## src/design/xmb_consts.svh

```systemverilog
// constants of the external memory bus: offsets, fields, codes, reset values
`ifndef XMB_CONSTS_SVH
`define XMB_CONSTS_SVH

// ****************************************
// register offsets (byte addresses)
// ****************************************
`define XMB_OFF_CONFIG   8'h00
`define XMB_OFF_CONTROL  8'h04
`define XMB_OFF_STATUS   8'h08
`define XMB_OFF_PORTOUT  8'h0c
`define XMB_OFF_PORTDIR  8'h10
`define XMB_OFF_PORTIN   8'h14

// ****************************************
// register fields and reset values
// ****************************************
`define XMB_CTRL_DISABLE_BIT 0
`define XMB_CTRL_RESET       1'b0
`define XMB_STAT_BUSY_BIT    0
`define XMB_STAT_LOADED_BIT  1
`define XMB_PORT_RESET       32'h0000_0000

// ****************************************
// address width codes
// ****************************************
`define XMB_ABW_20   2'b00
`define XMB_ABW_16   2'b01
`define XMB_ABW_12   2'b10
`define XMB_ABW_MCU  2'b11

// ****************************************
// control port bit positions
// ****************************************
`define XMB_CTL_ALE  0
`define XMB_CTL_OE   1
`define XMB_CTL_WRL  2
`define XMB_CTL_WRH  3
`define XMB_CTL_BA0  4
`define XMB_CTL_CE   5
`define XMB_CTL_LB   6
`define XMB_CTL_UB   7
`define XMB_CTL_IDLE 8'hee

// ****************************************
// axi responses
// ****************************************
`define XMB_RESP_OKAY   2'b00
`define XMB_RESP_DECERR 2'b11

`endif

```

## src/design/xmb_pkg.sv

```systemverilog
// types shared by the external memory bus design
package xmb_pkg;

    // one byte per port: control, upper address, high data, low data
    typedef struct packed {
        logic [7:0] ctl;
        logic [7:0] upper;
        logic [7:0] high;
        logic [7:0] low;
    } xmb_port_t;

    // nonvolatile bus configuration word
    typedef struct packed {
        logic       dataWide;
        logic [1:0] addrWidth;
        logic       shiftEn;
    } xmb_cfg_t;

    // core request towards the bus
    typedef struct packed {
        logic        write;
        logic [20:0] addr;
        logic [15:0] wdata;
        logic [1:0]  byteEn;
    } xmb_req_t;

    typedef enum logic [2:0] {
        ST_IDLE  = 3'b000,
        ST_ADDR  = 3'b001,
        ST_LATCH = 3'b010,
        ST_DATA  = 3'b011,
        ST_DONE  = 3'b100,
        ST_FAIL  = 3'b101
    } xmb_state_t;

endpackage

```

## src/design/xmb_external_memory_bus.sv

```systemverilog
// external memory bus controller with pin multiplexing and axi4-lite registers
`timescale 1ns/10ps
`include "xmb_consts.svh"

module xmb_external_memory_bus #(
    parameter logic [20:0] ONCHIP_BYTES  = 21'h010000,
    parameter int          STROBE_CYCLES = 2
) (
    input  wire logic              mclk,
    input  wire logic              resetn,
    // nonvolatile configuration word, sampled once after reset
    input  wire xmb_pkg::xmb_cfg_t cfgWord,
    input  wire logic              reqValid,
    output logic                   reqReady,
    input  wire xmb_pkg::xmb_req_t req,
    output logic                   rspValid,
    output logic                   rspError,
    output logic [15:0]            rspData,
    input  wire xmb_pkg::xmb_port_t pinIn,
    output xmb_pkg::xmb_port_t     pinOut,
    output xmb_pkg::xmb_port_t     pinOe,
    input  wire logic [7:0]        s_axi_awaddr,
    input  wire logic              s_axi_awvalid,
    output logic                   s_axi_awready,
    input  wire logic [31:0]       s_axi_wdata,
    input  wire logic [3:0]        s_axi_wstrb,
    input  wire logic              s_axi_wvalid,
    output logic                   s_axi_wready,
    output logic [1:0]             s_axi_bresp,
    output logic                   s_axi_bvalid,
    input  wire logic              s_axi_bready,
    input  wire logic [7:0]        s_axi_araddr,
    input  wire logic              s_axi_arvalid,
    output logic                   s_axi_arready,
    output logic [31:0]            s_axi_rdata,
    output logic [1:0]             s_axi_rresp,
    output logic                   s_axi_rvalid,
    input  wire logic              s_axi_rready
);

    // ****************************************
    // functions
    // ****************************************
    // pins owned by the bus for a given configuration
    function automatic xmb_pkg::xmb_port_t bus_mask(input xmb_pkg::xmb_cfg_t c, input logic dis);
        xmb_pkg::xmb_port_t m;
        m = '0;
        if (!dis && c.addrWidth != `XMB_ABW_MCU) begin
            m.ctl = 8'hff;
            m.low = 8'hff;
            // upper data nibble lost at 12-bit
            if (c.addrWidth == `XMB_ABW_12) begin
                m.high = 8'h0f;
            end else begin
                m.high = 8'hff;
            end
            if (c.addrWidth == `XMB_ABW_20) begin
                m.upper = 8'h0f;
            end
        end
        return m;
    endfunction
    // byte-lane merge under write strobes, shared by both port registers
    function automatic logic [31:0] merge(input logic [31:0] o, input logic [31:0] d,
                                          input logic [3:0] s);
        for (int i = 0; i < 4; i++) o[i*8 +: 8] = s[i] ? d[i*8 +: 8] : o[i*8 +: 8];
        return o;
    endfunction

    // ****************************************
    // configuration capture
    // ****************************************
    xmb_pkg::xmb_cfg_t cfg;
    logic              cfgLoaded;

    // loaded once at reset release, no software path
    always_ff @(posedge mclk or negedge resetn) begin
        if (!resetn) begin
            cfg       <= '{dataWide: 1'b1, addrWidth: `XMB_ABW_MCU, shiftEn: 1'b0};
            cfgLoaded <= 1'b0;
        end else if (!cfgLoaded) begin
            cfg       <= cfgWord;
            cfgLoaded <= 1'b1;
        end
    end

    // ****************************************
    // software registers
    // ****************************************
    logic        busDisable;
    logic [31:0] portOut;
    logic [31:0] portDir;
    logic        awHeld;
    logic        wHeld;
    logic [7:0]  awAddr;
    logic [31:0] wData;
    logic [3:0]  wStrb;
    xmb_pkg::xmb_state_t state;

    assign s_axi_awready = !awHeld && !s_axi_bvalid;
    assign s_axi_wready  = !wHeld && !s_axi_bvalid;
    assign s_axi_arready = !s_axi_rvalid;

    // address and data are taken in either order, then answered together
    always_ff @(posedge mclk or negedge resetn) begin
        if (!resetn) begin
            awHeld <= 1'b0;
            wHeld  <= 1'b0;
            awAddr <= 8'h00;
            wData  <= 32'h0000_0000;
            wStrb  <= 4'h0;
        end else begin
            awHeld <= !(awHeld && wHeld) && (awHeld || (s_axi_awvalid && s_axi_awready));
            wHeld  <= !(awHeld && wHeld) && (wHeld || (s_axi_wvalid && s_axi_wready));
            if (s_axi_awvalid && s_axi_awready) begin
                awAddr <= s_axi_awaddr;
            end
            if (s_axi_wvalid && s_axi_wready) begin
                wData <= s_axi_wdata;
                wStrb <= s_axi_wstrb;
            end
        end
    end
    // register writes and write response
    always_ff @(posedge mclk or negedge resetn) begin
        if (!resetn) begin
            busDisable   <= `XMB_CTRL_RESET;
            portOut      <= `XMB_PORT_RESET;
            portDir      <= `XMB_PORT_RESET;
            s_axi_bvalid <= 1'b0;
            s_axi_bresp  <= `XMB_RESP_OKAY;
        end else if (awHeld && wHeld) begin
            s_axi_bvalid <= 1'b1;
            s_axi_bresp  <= `XMB_RESP_OKAY;
            unique case ({awAddr[7:2], 2'b00})
                `XMB_OFF_CONTROL: begin
                    if (wStrb[0]) begin
                        busDisable <= wData[`XMB_CTRL_DISABLE_BIT];
                    end
                end
                `XMB_OFF_PORTOUT: portOut <= merge(portOut, wData, wStrb);
                `XMB_OFF_PORTDIR: portDir <= merge(portDir, wData, wStrb);
                // config word is read only: writes are accepted and dropped
                `XMB_OFF_CONFIG, `XMB_OFF_STATUS, `XMB_OFF_PORTIN: s_axi_bresp <= `XMB_RESP_OKAY;
                default: s_axi_bresp <= `XMB_RESP_DECERR;
            endcase
        end else if (s_axi_bready) begin
            s_axi_bvalid <= 1'b0;
        end
    end
    // register reads, answered one cycle after the address
    always_ff @(posedge mclk or negedge resetn) begin
        if (!resetn) begin
            s_axi_rvalid <= 1'b0;
            s_axi_rdata  <= 32'h0000_0000;
            s_axi_rresp  <= `XMB_RESP_OKAY;
        end else if (s_axi_arvalid && s_axi_arready) begin
            s_axi_rvalid <= 1'b1;
            s_axi_rresp  <= `XMB_RESP_OKAY;
            s_axi_rdata  <= 32'h0000_0000;
            unique case ({s_axi_araddr[7:2], 2'b00})
                `XMB_OFF_CONFIG:  s_axi_rdata <= {28'h0000000, cfg};
                `XMB_OFF_CONTROL: s_axi_rdata <= {31'h00000000, busDisable};
                `XMB_OFF_STATUS:  s_axi_rdata <= {30'h00000000, cfgLoaded,
                                                  state != xmb_pkg::ST_IDLE};
                `XMB_OFF_PORTOUT: s_axi_rdata <= portOut;
                `XMB_OFF_PORTDIR: s_axi_rdata <= portDir;
                `XMB_OFF_PORTIN:  s_axi_rdata <= pinIn;
                default:          s_axi_rresp <= `XMB_RESP_DECERR;
            endcase
        end else if (s_axi_rready) begin
            s_axi_rvalid <= 1'b0;
        end
    end

    // ****************************************
    // bus cycle sequencer
    // ****************************************
    logic        busActive;
    logic [20:0] cycAddr;
    logic        cycWrite;
    logic [15:0] cycWdata;
    logic [1:0]  cycByteEn;
    logic        secondByte;
    logic [7:0]  strobeCnt;
    logic [15:0] readData;
    logic [15:0] busAd;
    logic [15:0] busAdOe;
    logic [3:0]  busUpper;
    logic [7:0]  busCtl;
    logic [19:0] lineAddr;

    // mcu code or disable: no cycles
    assign busActive = cfgLoaded && !busDisable && cfg.addrWidth != `XMB_ABW_MCU;
    assign reqReady  = state == xmb_pkg::ST_IDLE;
    // line address is byte address without its lsb
    assign lineAddr  = cycAddr[20:1];

    // state walk: address phase, latch, strobe, finish
    always_ff @(posedge mclk or negedge resetn) begin
        if (!resetn) begin
            state      <= xmb_pkg::ST_IDLE;
            cycAddr    <= 21'h000000;
            cycWrite   <= 1'b0;
            cycWdata   <= 16'h0000;
            cycByteEn  <= 2'b00;
            secondByte <= 1'b0;
            strobeCnt  <= 8'h00;
        end else begin
            unique case (state)
                xmb_pkg::ST_IDLE: begin
                    if (reqValid && !busActive) begin
                        state <= xmb_pkg::ST_FAIL;
                    end else if (reqValid) begin
                        state     <= xmb_pkg::ST_ADDR;
                        cycWrite  <= req.write;
                        cycWdata  <= req.wdata;
                        cycByteEn <= req.byteEn;
                        // counter as is, or shifted past on-chip memory
                        cycAddr <= {req.addr[20:1] -
                                    (cfg.shiftEn ? ONCHIP_BYTES[20:1] : 20'h00000),
                                    !cfg.dataWide && req.byteEn == 2'b10};
                        secondByte <= !cfg.dataWide && req.byteEn == 2'b11;
                    end
                end
                xmb_pkg::ST_ADDR:  state <= xmb_pkg::ST_LATCH;
                xmb_pkg::ST_LATCH: begin
                    state     <= xmb_pkg::ST_DATA;
                    strobeCnt <= 8'(STROBE_CYCLES - 1);
                end
                xmb_pkg::ST_DATA: begin
                    if (strobeCnt != 8'h00) begin
                        strobeCnt <= strobeCnt - 8'h01;
                    end else if (secondByte) begin
                        // 8-bit width: odd byte of the word in a second cycle
                        state      <= xmb_pkg::ST_ADDR;
                        secondByte <= 1'b0;
                        cycAddr[0] <= 1'b1;
                    end else begin
                        state <= xmb_pkg::ST_DONE;
                    end
                end
                xmb_pkg::ST_DONE, xmb_pkg::ST_FAIL: state <= xmb_pkg::ST_IDLE;
                default:          state <= xmb_pkg::ST_IDLE;
            endcase
        end
    end

    // read data sampled in the last strobe cycle
    always_ff @(posedge mclk or negedge resetn) begin
        if (!resetn) begin
            readData <= 16'h0000;
        end else if (state == xmb_pkg::ST_IDLE) begin
            readData <= 16'h0000;
        end else if (state == xmb_pkg::ST_DATA && strobeCnt == 8'h00 && !cycWrite) begin
            // 8-bit width: low port byte lands in the lane picked by the lsb
            if (cfg.dataWide ? cycByteEn[0] : !cycAddr[0]) begin
                readData[7:0] <= pinIn.low;
            end
            // nibble not on the bus reads zero
            if (cfg.dataWide ? cycByteEn[1] : cycAddr[0]) begin
                readData[15:8] <= !cfg.dataWide ? pinIn.low :
                                  cfg.addrWidth == `XMB_ABW_12 ?
                                  {4'h0, pinIn.high[3:0]} : pinIn.high;
            end
        end
    end
    // core answer: one-cycle pulse, data held until next answer
    always_ff @(posedge mclk or negedge resetn) begin
        if (!resetn) begin
            rspValid <= 1'b0;
            rspError <= 1'b0;
            rspData  <= 16'h0000;
        end else begin
            rspValid <= state == xmb_pkg::ST_DONE || state == xmb_pkg::ST_FAIL;
            if (state == xmb_pkg::ST_DONE || state == xmb_pkg::ST_FAIL) begin
                rspError <= state == xmb_pkg::ST_FAIL;
                rspData  <= state == xmb_pkg::ST_DONE ? readData : 16'h0000;
            end
        end
    end

    // pin values driven by the sequencer
    always_ff @(posedge mclk or negedge resetn) begin
        if (!resetn) begin
            busAd    <= 16'h0000;
            busAdOe  <= 16'h0000;
            busUpper <= 4'h0;
            busCtl   <= `XMB_CTL_IDLE;
        end else begin
            busCtl <= `XMB_CTL_IDLE;
            unique case (state)
                xmb_pkg::ST_ADDR, xmb_pkg::ST_LATCH: begin
                    // address out, strobe high then low before data
                    busAd                <= lineAddr[15:0];
                    busAdOe              <= 16'hffff;
                    busUpper             <= lineAddr[19:16];
                    busCtl[`XMB_CTL_ALE] <= state == xmb_pkg::ST_ADDR;
                    busCtl[`XMB_CTL_CE]  <= 1'b0;
                    busCtl[`XMB_CTL_BA0] <= cycAddr[0];
                end
                xmb_pkg::ST_DATA: begin
                    busCtl[`XMB_CTL_CE]  <= 1'b0;
                    busCtl[`XMB_CTL_BA0] <= cycAddr[0];
                    busCtl[`XMB_CTL_LB]  <= cfg.dataWide ? !cycByteEn[0] : 1'b0;
                    busCtl[`XMB_CTL_UB]  <= cfg.dataWide ? !cycByteEn[1] : 1'b0;
                    busCtl[`XMB_CTL_OE]  <= cycWrite;
                    if (cfg.dataWide) begin
                        busAd   <= cycWdata;
                        busAdOe <= {16{cycWrite}};
                        busCtl[`XMB_CTL_WRL] <= !(cycWrite && cycByteEn[0]);
                        busCtl[`XMB_CTL_WRH] <= !(cycWrite && cycByteEn[1]);
                    end else begin
                        // 8-bit: high port keeps address only
                        busAd[7:0]           <= cycAddr[0] ? cycWdata[15:8] : cycWdata[7:0];
                        busAdOe[7:0]         <= {8{cycWrite}};
                        busCtl[`XMB_CTL_WRL] <= !cycWrite;
                    end
                end
                default: begin
                    busAdOe <= 16'h0000;
                end
            endcase
        end
    end

    // ****************************************
    // pin multiplexing
    // ****************************************
    xmb_pkg::xmb_port_t busMask;
    xmb_pkg::xmb_port_t busOut;
    xmb_pkg::xmb_port_t busOe;

    // four ports, 20 address/data lines plus 8 control
    assign busMask = bus_mask(cfg, busDisable || !cfgLoaded);
    // lines 0-15 on low/high ports, 16-19 on upper port
    assign busOut  = '{ctl: busCtl, upper: {4'h0, busUpper},
                       high: busAd[15:8], low: busAd[7:0]};
    // control pins always driven while owned
    assign busOe   = '{ctl: 8'hff, upper: 8'h0f, high: busAdOe[15:8], low: busAdOe[7:0]};
    // width dependent ownership, the rest follows port registers
    assign pinOut  = (busMask & busOut) | (~busMask & portOut);
    assign pinOe   = (busMask & busOe) | (~busMask & portDir);

endmodule

```

## config.mk

```make
export PLATFORM = sky130hd
export DESIGN_NAME = xmb_external_memory_bus
export DESIGN_NICKNAME = d
export VERILOG_FILES = /design/src/design/xmb_pkg.sv /design/src/design/xmb_external_memory_bus.sv
export VERILOG_INCLUDE_DIRS = /design/src /design/src/design
export SDC_FILE = /design/constraint.sdc
export NUM_CORES = 1
export LEC_CHECK = 0
export BUFFER_PORTS_ARGS = -buffer_cell sky130_fd_sc_hd__buf_2
export CAP_MARGIN = 10
export CORE_ASPECT_RATIO = 0.5
export CORE_MARGIN = 2
export CORE_UTILIZATION = 27
export DETAILED_ROUTE_END_ITERATION = 12
export PLACE_DENSITY = 0.51
export SYNTH_ARGS = -nofsm -noshare
export SYNTH_HDL_FRONTEND = slang
export SYNTH_SLANG_ARGS = --single-unit
```

## constraint.sdc

```tcl
create_clock -name mclk -period 4.4 [get_ports mclk]
set_input_delay 0.88 -clock mclk [delete_from_list [all_inputs] [get_ports mclk]]
set_output_delay 0.88 -clock mclk [all_outputs]
set_load 0.02 [all_outputs]
```

==> summary.txt, run 1 <==
CTS tree: built
Syn nets: 1156
Least-Margin Pin Slew: 1.139 ns
Tcrit/Tclk final: 0.8004
Worst VDD drop: 0.3038 mV
Clock Path Buffers: 3
Total negative slack: 0 ns
Vias per inst: 4.647
Total global-route track usage: 0.1575
Register share of total power: 0.417
Syn Area/Cell: 11.86 um2
WP data required: 3.52 ns
Core Rows: 54
P_int: 6047 uW
Largest net degree at the start of global routing: 110
Hold-fix buffers, CTS: 0
Fmax: 283.9 MHz
Area of the multi-input gates: 4967 um2
Post-DR wirelength/cell: 19.54 um
Hold_ws: 0.3501 ns
Root buffer cell: clkbuf_16
Distinct cell type count of the synthesized netlist: 61
Routed vias: 8657
Synth area leader: dfrtp_1
Ys flop type: dfrtp_1
Top cells by count, synth: dfrtp_1 (257), mux2_2 (141), nand2_1 (136)
Antenna violations before repair: 6
Mapped cell area: 12050 um2
Sequential standard cell area: 6668 um2
Hold Path Class: primary input to async pin
Clock skew: 0.02592 ns
Die ar.: 46450 um2
Slew Limit Headroom: 0.2404
Psw: 3308 uW
Core Region: 43780 um2
CTS sink cnt: 266
Clk_lat worst skew: 0.56 ns
CP startpoint kind: flop
R2R setup slack: 1.58 ns
Die Wd: 302.8 um
CTS H-Tree Depth: 1
Period minus WS final: 3.522 ns
DRC Markers: 0
Clk pwr share: 0.264
Comb pwr share: 0.319
Detailed Routing Iterations Pass 1: 5
Number of primary I/O pins: 260
Die height: 153.4 um
Nets: 1386
CP Max Fanout: 24
Synth top area cells: dfrtp_1 (53%), mux2_2 (13%), mux2i_1 (5.1%), nand2_1 (4.2%), o21ai_0 (3.1%)
Static leakage: 0.007496 uW
Slew Limit Fails: 0
Layout cells sized above 1: 0.4011
Post-detail-place hpwl: 26630 um
Post-DRT Antenna Nets: 0
Initial Utilization: 0.2753
Initial DRC Count: 485
GRT overflow: 0
Post-synth ARST share: 1.000
Final hold violation count: 0
Final setup violation count: 0
Cts repair resizes: 0
Status: completed
Total Power: 9355 uW
GPL Wtd Cong: 0.8737
Most common cell in the synthesized netlist: dfrtp_1
Critical path endpoint category: output port
CP arrival: 2.64 ns
Yosys warnings: 0
Final WL: 36400 um
PD cells: 630.3 nW/um2
Number of global-route vias before repair: 9234
Sequential share of the synthesized area: 0.5531
Post-synth top area share: 0.5335
Worst-path clk slew: 0.06 ns
Mapped Cells: 1016
RSZ-0062 raised after global routing: no
Port Buf Inserts: 254
First-pass GRT wire length: 56490 um
CTS buffer count: 29
Syn-to-layout area delta: 23.13%
Yosys reg bits: 266
Post-CTS Setup Bufs: 0
Post-synth EDFFs: 0
Worst setup path class: flop to output port
Switching part of the total: 0.3536
Layout Utilization: 0.3390
Fill cells: 4437
MaxCap Viol Count: 0
==> path summary, 6_finish.rpt <==
path / from / endpoint / depth (start not counted)
worst max-delay path: cfg[1]$_DFFE_PN1N_ / pinOut[3] / 6
max in group asynchronous: resetn / busCtl[7]$_DFF_PN1_ / 2
worst min-delay path: resetn / wData[20]$_DFFE_PN0P_ / 1
min in group mclk: rspData[11]$_DFFE_PN0P_ / rspData[11]$_DFFE_PN0P_ / 2
worst min register to register: rspData[11]$_DFFE_PN0P_ / rspData[11]$_DFFE_PN0P_ / 2
worst max register to register: state[1]$_DFFE_PN0P_ / cycWdata[4]$_DFFE_PN0P_ / 5
==> power by group through the flow <==
stage	clock [uW]	combinational (uW)	sequential, uW
after global placement	0	2950	3890
after CTS	2530	3030	3890
after floorplan	0	2180	3740
final	2470	2990	3900
after global routing	2630	3280	4010
after detailed placement	0	3020	3930
==> placed cells by master (no fill, tap or decap), drive strengths merged, types with 10 or more instances in the layout <==
cell    count
buf       266
dfrtp     257
mux2      158
nand2     143
o21ai      78
mux2i      61
clkbuf     41
nand2b     34
a22oi      30
a21o       23
inv        23
nor2       19
nand3      14
clkinv     10
==> final cells by class <==
class | count | share of cell area
well taps | 588 | 0.04957
repair buffers | 266 | 0.09408
diodes | 6 | 0.001012
clock buffers | 41 | 0.05733
flip-flops and latches | 266 | 0.4493
clock inverters | 13 | 0.008177
multi-input cells | 660 | 0.3347
inverters | 23 | 0.005901
==> sequential cells by signal, summed over array words and instances, names as in the netlist, 6 cells and up <==
| register | cells |
|---|---|
| portOut | 32 |
| busAd | 16 |
| s_axi_rdata | 32 |
| portDir | 32 |
| wData | 32 |
| awAddr | 6 |
| cycAddr | 21 |
| cycWdata | 16 |
| busCtl | 8 |
| strobeCnt | 8 |
| rspData | 16 |
| readData | 16 |
==> layer usage <==
layer	global-route usage	up-vias	wire, um	part of all wire
li1	-	4020	-	-
met1	0.1930	4414	14910	0.41
met2	0.2816	159	19100	0.52
met3	0.01976	64	1086	0.030
met4	0.06052	0	1305	0.036
met5	0	-	0	0
==> stage by stage <==
| step | worst slack, ns | cells | cell area [um2] |
|---|---|---|---|
| 3_3_place_gp | 1.479 | 1803 | 13850 |
| 6_report | 0.8780 | 1863 | 14840 |
| 5_1_grt | 0.7132 | 1863 | 14840 |
| 2_1_floorplan | 1.925 | 1016 | 12050 |
| 4_1_cts | 0.8465 | 1857 | 14830 |
| 3_5_place_dp | 1.446 | 1803 | 13850 |
==> worst max-delay path, stage by stage, from the launching register on <==
cell,delay (ns)
dfstp_2,0.61
nand2_1,0.11
nand2_1,0.53
buf_4,0.41
nand2_1,0.10
nand2_1,0.13
buf_2,0.18
==> cell families (layout without fill, tap and decap cells) <==
family	count (synthesis)	in the layout	synth area share
and+or+nand+nor	257	257	0.1064
other	1	7	0.0003111
buffers and inverters	90	343	0.03571
muxes	220	220	0.2054
DFF	266	266	0.5531
AOI/OAI and AO/OA	174	174	0.09197
xor gates and xnor gates	4	4	0.002907
adders and majority gates	4	4	0.004152
No activity file was read; power rests on OpenSTA's default activity.
==> inputs of run 2 (changes only) <==
--- a/config.mk
+++ b/config.mk
@@ -6,6 +6,7 @@
 export SDC_FILE = /design/constraint.sdc
 export NUM_CORES = 1
 export LEC_CHECK = 0
+export ABC_AREA = 1
 export BUFFER_PORTS_ARGS = -buffer_cell sky130_fd_sc_hd__buf_2
 export CAP_MARGIN = 10
 export CORE_ASPECT_RATIO = 0.5
==> constraint.sdc (replaced) <==
create_clock -name mclk -period 3.4 [get_ports mclk]
set_input_delay 0.68 -clock mclk [delete_from_list [all_inputs] [get_ports mclk]]
set_output_delay 0.68 -clock mclk [all_outputs]
set_load 0.02 [all_outputs]
==> run 2 against run 1 <==
Net effect:
- clock skew fell by 0.013 ns
- synthesized area grew 0.69%
- register-to-register slack worse by 0.44 ns
- via count is 21% higher
- combinational power grew 39%
- sequential share of layout area fell by 0.23 points
- final cell count increased by 24%
- power is 31% higher
- setup slack got worse by 0.74 ns
- clock power up 24%
==> summary.txt, run 2 <==
MaxCap Viol Count: 0
Post-DRT Antenna Nets: 0
Most common cell in the synthesized netlist: nand2_1
Largest net degree at the start of global routing: 84
Sequential share of the synthesized area: 0.5494
Post-DR wirelength/cell: 17.64 um
Initial DRC Count: 700
Hold_ws: 0.04634 ns
WP data required: 2.72 ns
CTS tree: built
Crit-path cells: nand2_1 -> nand3_1 -> clkinvlp_4 -> buf_4 -> o21ai_0 -> buf_2
Final WL: 40640 um
Worst setup margin: 0.1414 ns
Yosys reg bits: 266
Syn nets: 1588
Die height: 153.9 um
Syn-to-layout area delta: 22.92%
Core Region: 43980 um2
Worst VDD drop: 0.4486 mV
Final setup violation count: 0
DRC Markers: 0
Top cells by count, synth: nand2_1 (430), dfrtp_1 (257), inv_1 (161)
Post-synth EDFFs: 0
Die Wd: 303.8 um
Clock skew: 0.01319 ns
Post-synth top area share: 0.5299
Ys flop type: dfrtp_1
Total global-route track usage: 0.1722
Hold Path Class: primary input to async pin
Number of primary I/O pins: 260
CTS H-Tree Depth: 1
GPL Wtd Cong: 0.8796
R2R setup slack: 1.14 ns
Status: completed
Syn Area/Cell: 8.382 um2
Clock Path Buffers: 3
Total negative slack: 0 ns
Layout cells sized above 1: 0.2142
Detailed Routing Iterations Pass 1: 5
Post-synth ARST share: 1.000
Synth top area cells: dfrtp_1 (53%), nand2_1 (13%), o21ai_0 (5.9%), inv_1 (5.0%), nor2_1 (3.3%)
Post-detail-place hpwl: 30540 um
Distinct cell type count of the synthesized netlist: 39
Least-Margin Pin Slew: 0.8139 ns
Slew Limit Fails: 0
Final hold violation count: 0
GRT overflow: 0
PD cells: 823.0 nW/um2
Initial Utilization: 0.2759
Vias per inst: 4.555
Total Power: 12280 uW
Mapped cell area: 12140 um2
RSZ-0062 raised after global routing: no
Die ar.: 46770 um2
CP arrival: 2.58 ns
Fmax: 306.9 MHz
Root buffer cell: clkbuf_16
CP startpoint kind: flop
CTS buffer count: 28
Critical path endpoint category: output port
Cts repair resizes: 0
Post-place setup slack: 0.6846 ns
Commonest non-fill, non-tap cell in the layout: nand2_1
Routed vias: 10500
Nets: 1822
Clk_lat worst skew: 0.55 ns
Max incr delay on CP: 0.56 ns
Layout Utilization: 0.3392
Post-CTS Setup Bufs: 0
Number of global-route vias before repair: 10260
Period minus WS final: 3.259 ns
Worst setup path class: flop to output port
Tcrit/Tclk final: 0.9584
Slew Limit Headroom: 0.4561
Mapped Cells: 1448
Commonest cells after routing, fill and taps aside: nand2_1 (429), dfrtp_1 (257), buf_2 (253)
Hold-fix buffers, CTS: 0
Slowest CP cell: dfstp_2
Core Rows: 54
Worst-path clk slew: 0.06 ns
CTS sink cnt: 266
Synth area leader: dfrtp_1
CP Max Fanout: 28
Static leakage: 0.007533 uW
Yosys warnings: 0
First-pass GRT wire length: 62220 um
Port Buf Inserts: 254
Antenna violations before repair: 12
==> run 2: cell types whose count changed after synthesis, moves of 30 or more <==
| cell | previous run | this run |
|---|---|---|
| mux2_2 | 141 | 8 |
| a21oi_1 | 8 | 62 |
| nand2b_1 | 34 | 0 |
| a22oi_1 | 30 | 0 |
| o21ai_0 | 74 | 142 |
| nand2_1 | 136 | 430 |
| inv_1 | 22 | 161 |
| nor2_1 | 18 | 107 |
| o211ai_1 | 1 | 47 |
| mux2i_1 | 61 | 0 |
| o21ai_1 | 4 | 34 |
==> run 2: worst max-delay path, delay by kind of cell, from the launching register on <==
kind            cells  cell delay, ns
flops               1            0.56
buf+inv             3            1.04
simple gates        2            0.19
compound gates      1            0.24
==> run 2: per-layer routing <==
| layer | global-route usage | up-vias | share of wire |
|---|---|---|---|
| met1 | 0.2185 | 5027 | 0.42 |
| li1 | - | 5155 | - |
| met5 | 0 | - | 0 |
| met3 | 0.02440 | 83 | 0.039 |
| met4 | 0.07439 | 0 | 0.040 |
| met2 | 0.2948 | 230 | 0.50 |
==> run 2: kinds of logic after synthesis <==
logic type	share of synthesized area
other cells	0.0003090
mux	0.007423
xor+xnor	0.002887
compound gates	0.1411
fa+ha+maj	0.004124
buf+inv	0.07969
simple gates	0.2151
flops	0.5494
==> run 2: worst paths after layout <==
kind                                       start                  endpoint  cells past startpoint
hold / removal                            resetn   cycAddr[11]$_DFFE_PN0P_                      1
hold reg to reg            wData[19]$_DFFE_PN0P_   portDir[19]$_DFFE_PN0P_                      2
setup reg to reg            state[1]$_DFFE_PN0P_     busAd[15]$_DFFE_PN0P_                      6
min in group mclk                   s_axi_rready  s_axi_rvalid$_DFFE_PN0P_                      2
max in group asynchronous                 resetn       busCtl[1]$_DFF_PN1_                      2
setup / recovery              cfg[2]$_DFFE_PN1N_                pinOut[24]                      6
==> run 2: cell type report <==
type / instances / area, um2
antenna: 12 / 30.03
clock buffer: 37 / 775.7
clock inverter: 15 / 127.6
fill: 4726 / 29070
inverter: 167 / 633.1
multi-input combinational: 950 / 4504
sequential: 266 / 6668
tap: 588 / 735.7
timing repair buffer: 269 / 1444
==> run 2: per-stage QoR <==
step | area (um2) | instances
floorplan | 12140 | 1448
global placement | 13980 | 2240
detailed placement | 13980 | 2240
CTS | 14880 | 2292
global route | 14910 | 2302
finish | 14920 | 2304
==> run 2: power breakdown <==
part | internal [uW] | total [uW] | leakage (uW) | switching (uW)
Clock | 1750 | 3070 | 0.000454 | 1310
Combinational | 1320 | 4170 | 0.00368 | 2850
Sequential | 4320 | 5040 | 0.00340 | 721
==> inputs of run 3 (changes only) <==
--- a/config.mk
+++ b/config.mk
@@ -14,6 +14,7 @@
 export CORE_UTILIZATION = 27
 export DETAILED_ROUTE_END_ITERATION = 12
 export PLACE_DENSITY = 0.51
+export RECOVER_POWER = 25
 export SYNTH_ARGS = -nofsm -noshare
 export SYNTH_HDL_FRONTEND = slang
 export SYNTH_SLANG_ARGS = --single-unit
==> run 3 against run 2 <==
Net effect:
- the flow now finishes with violations (max-capacitance violations, max-slew violations)
- non-clock buffer count is the same
- first-iteration DRC count up 7.4%
- combinational power hardly changed
- die area did not move
- critical path depth stayed put
- critical endpoint unchanged
- highest routed layer unchanged
==> summary.txt, run 3 (same netlist as run 2, synthesis figures left out) <==
Nets: 1822
Slew Limit Fails: 54
FF-to-FF End: busAd[15]$_DFFE_PN0P_
Max incr delay on CP: 0.56 ns
CTS sink cnt: 266
GRT overflow: 0
Final WL: 40710 um
Violated checks: max-capacitance violations, max-slew violations
CP startpoint kind: flop
Routed vias: 10440
Number of global-route vias before repair: 10260
CTS tree: built
Die ar.: 46770 um2
Period minus WS final: 3.243 ns
Layout Utilization: 0.3390
Slowest CP cell: dfstp_2
Vias per inst: 4.529
Hold_ws: 0.3098 ns
Layout cells sized above 1: 0.2136
Clk_lat worst skew: 0.55 ns
PD cells: 823.9 nW/um2
Total negative slack: 0 ns
WP data required: 2.72 ns
Core Region: 43980 um2
Antenna violations before repair: 12
CTS H-Tree Depth: 1
Cells on worst reg2reg path: 6
Min-delay src: s_axi_rready
DRC Markers: 0
Critical path endpoint category: output port
Worst Hold End: s_axi_rvalid$_DFFE_PN0P_
Hold Path Class: primary input to flop
Die Wd: 303.8 um
MaxCap Viol Count: 1
GPL Wtd Cong: 0.8796
Post-detail-place hpwl: 30540 um
Port Buf Inserts: 254
Largest net degree at the start of global routing: 84
Initial Utilization: 0.2759
Worst-path clk slew: 0.06 ns
Least-Margin Pin Slew: 2.735 ns
Final hold violation count: 0
Syn-to-layout area delta: 22.85%
Initial DRC Count: 752
Post-DRT Antenna Nets: 0
Core Rows: 54
CTS buffer count: 28
Commonest non-fill, non-tap cell in the layout: nand2_1
Clock Path Buffers: 3
Commonest cells after routing, fill and taps aside: nand2_1 (429), dfrtp_1 (257), buf_2 (253)
Total global-route track usage: 0.1722
R2R setup slack: 1.16 ns
CP arrival: 2.56 ns
Die height: 153.9 um
Worst VDD drop: 0.4500 mV
Post-CTS Setup Bufs: 0
Number of primary I/O pins: 260
Worst setup path class: flop to output port
Final Cell Area: 14910 um2
Status: finished with violations
Slew Limit Headroom: -0.8231
WP buf/inv: 3
Detailed Routing Iterations Pass 1: 5
Fill cells: 4729
Root buffer cell: clkbuf_16
Tcrit/Tclk final: 0.9540
Crit-path cells: nand2_1 -> nand3_1 -> clkinvlp_4 -> buf_4 -> o21ai_0 -> buf_2
First-pass GRT wire length: 62220 um
Hold path cells: 2
RR Startpoint: state[1]$_DFFE_PN0P_
Post-Place Cell Area: 13980 um2
CP Max Fanout: 28
Clock skew: 0.01100 ns
Final setup violation count: 0
Static leakage: 0.007535 uW
Post-DR wirelength/cell: 17.66 um
RSZ-0062 raised after global routing: no
Worst path top cell family by delay: buffers and inverters
Fmax: 308.3 MHz
## run 3: what timing repair did
action	4_1_cts	5_1_grt
resized for setup	0	1
hold buffers	0	0
endpoints found under the setup margin	0	10
## run 3: worst max path at each step
| stage | startpoint | endpoint | depth (start not counted) |
|---|---|---|---|
| after floorplan | cfg[2]$_DFFE_PN1N_ | pinOut[24] | 6 |
| after global placement | busDisable$_DFFE_PN0P_ | pinOut[4] | 7 |
| after detailed placement | busDisable$_DFFE_PN0P_ | pinOut[4] | 7 |
| after CTS | busDisable$_DFFE_PN0P_ | pinOut[4] | 7 |
| after global routing | cfg[2]$_DFFE_PN1N_ | pinOut[4] | 7 |
| final | cfg[2]$_DFFE_PN1N_ | pinOut[24] | 6 |
## run 3: per-layer routing
layer	vias up	global-route usage	wire length, um
met1	4988	0.2185	17390
met5	-	0	0
met2	211	0.2948	20250
met3	83	0.02440	1451
met4	0	0.07439	1615
li1	5158	-	-
## run 3: cell type report
type                            count  area (um2)  share of cell area
Antenna cell                       13       32.53            0.002182
Clock buffer                       37       775.7             0.05203
Clock inverter                     15       127.6            0.008560
Inverter                          167       633.1             0.04246
Multi-Input combinational cell    950        4504              0.3021
Sequential cell                   266        6668              0.4472
Tap cell                          588       735.7             0.04935
Timing Repair Buffer              269        1433             0.09609
## run 3: where the power goes
part / internal, uW / switching, uW
combinational: 1320 / 2850
sequential: 4320 / 721
clock: 1750 / 1310
## run 3: metrics by stage
step	std cells	power (uW)	setup slack, ns
2_1_floorplan	1448	7767	1.077
3_3_place_gp	2240	9249	0.6881
3_5_place_dp	2240	9308	0.6846
4_1_cts	2292	12400	0.08817
5_1_grt	2302	13140	0.01170
6_report	2305	12280	0.1566
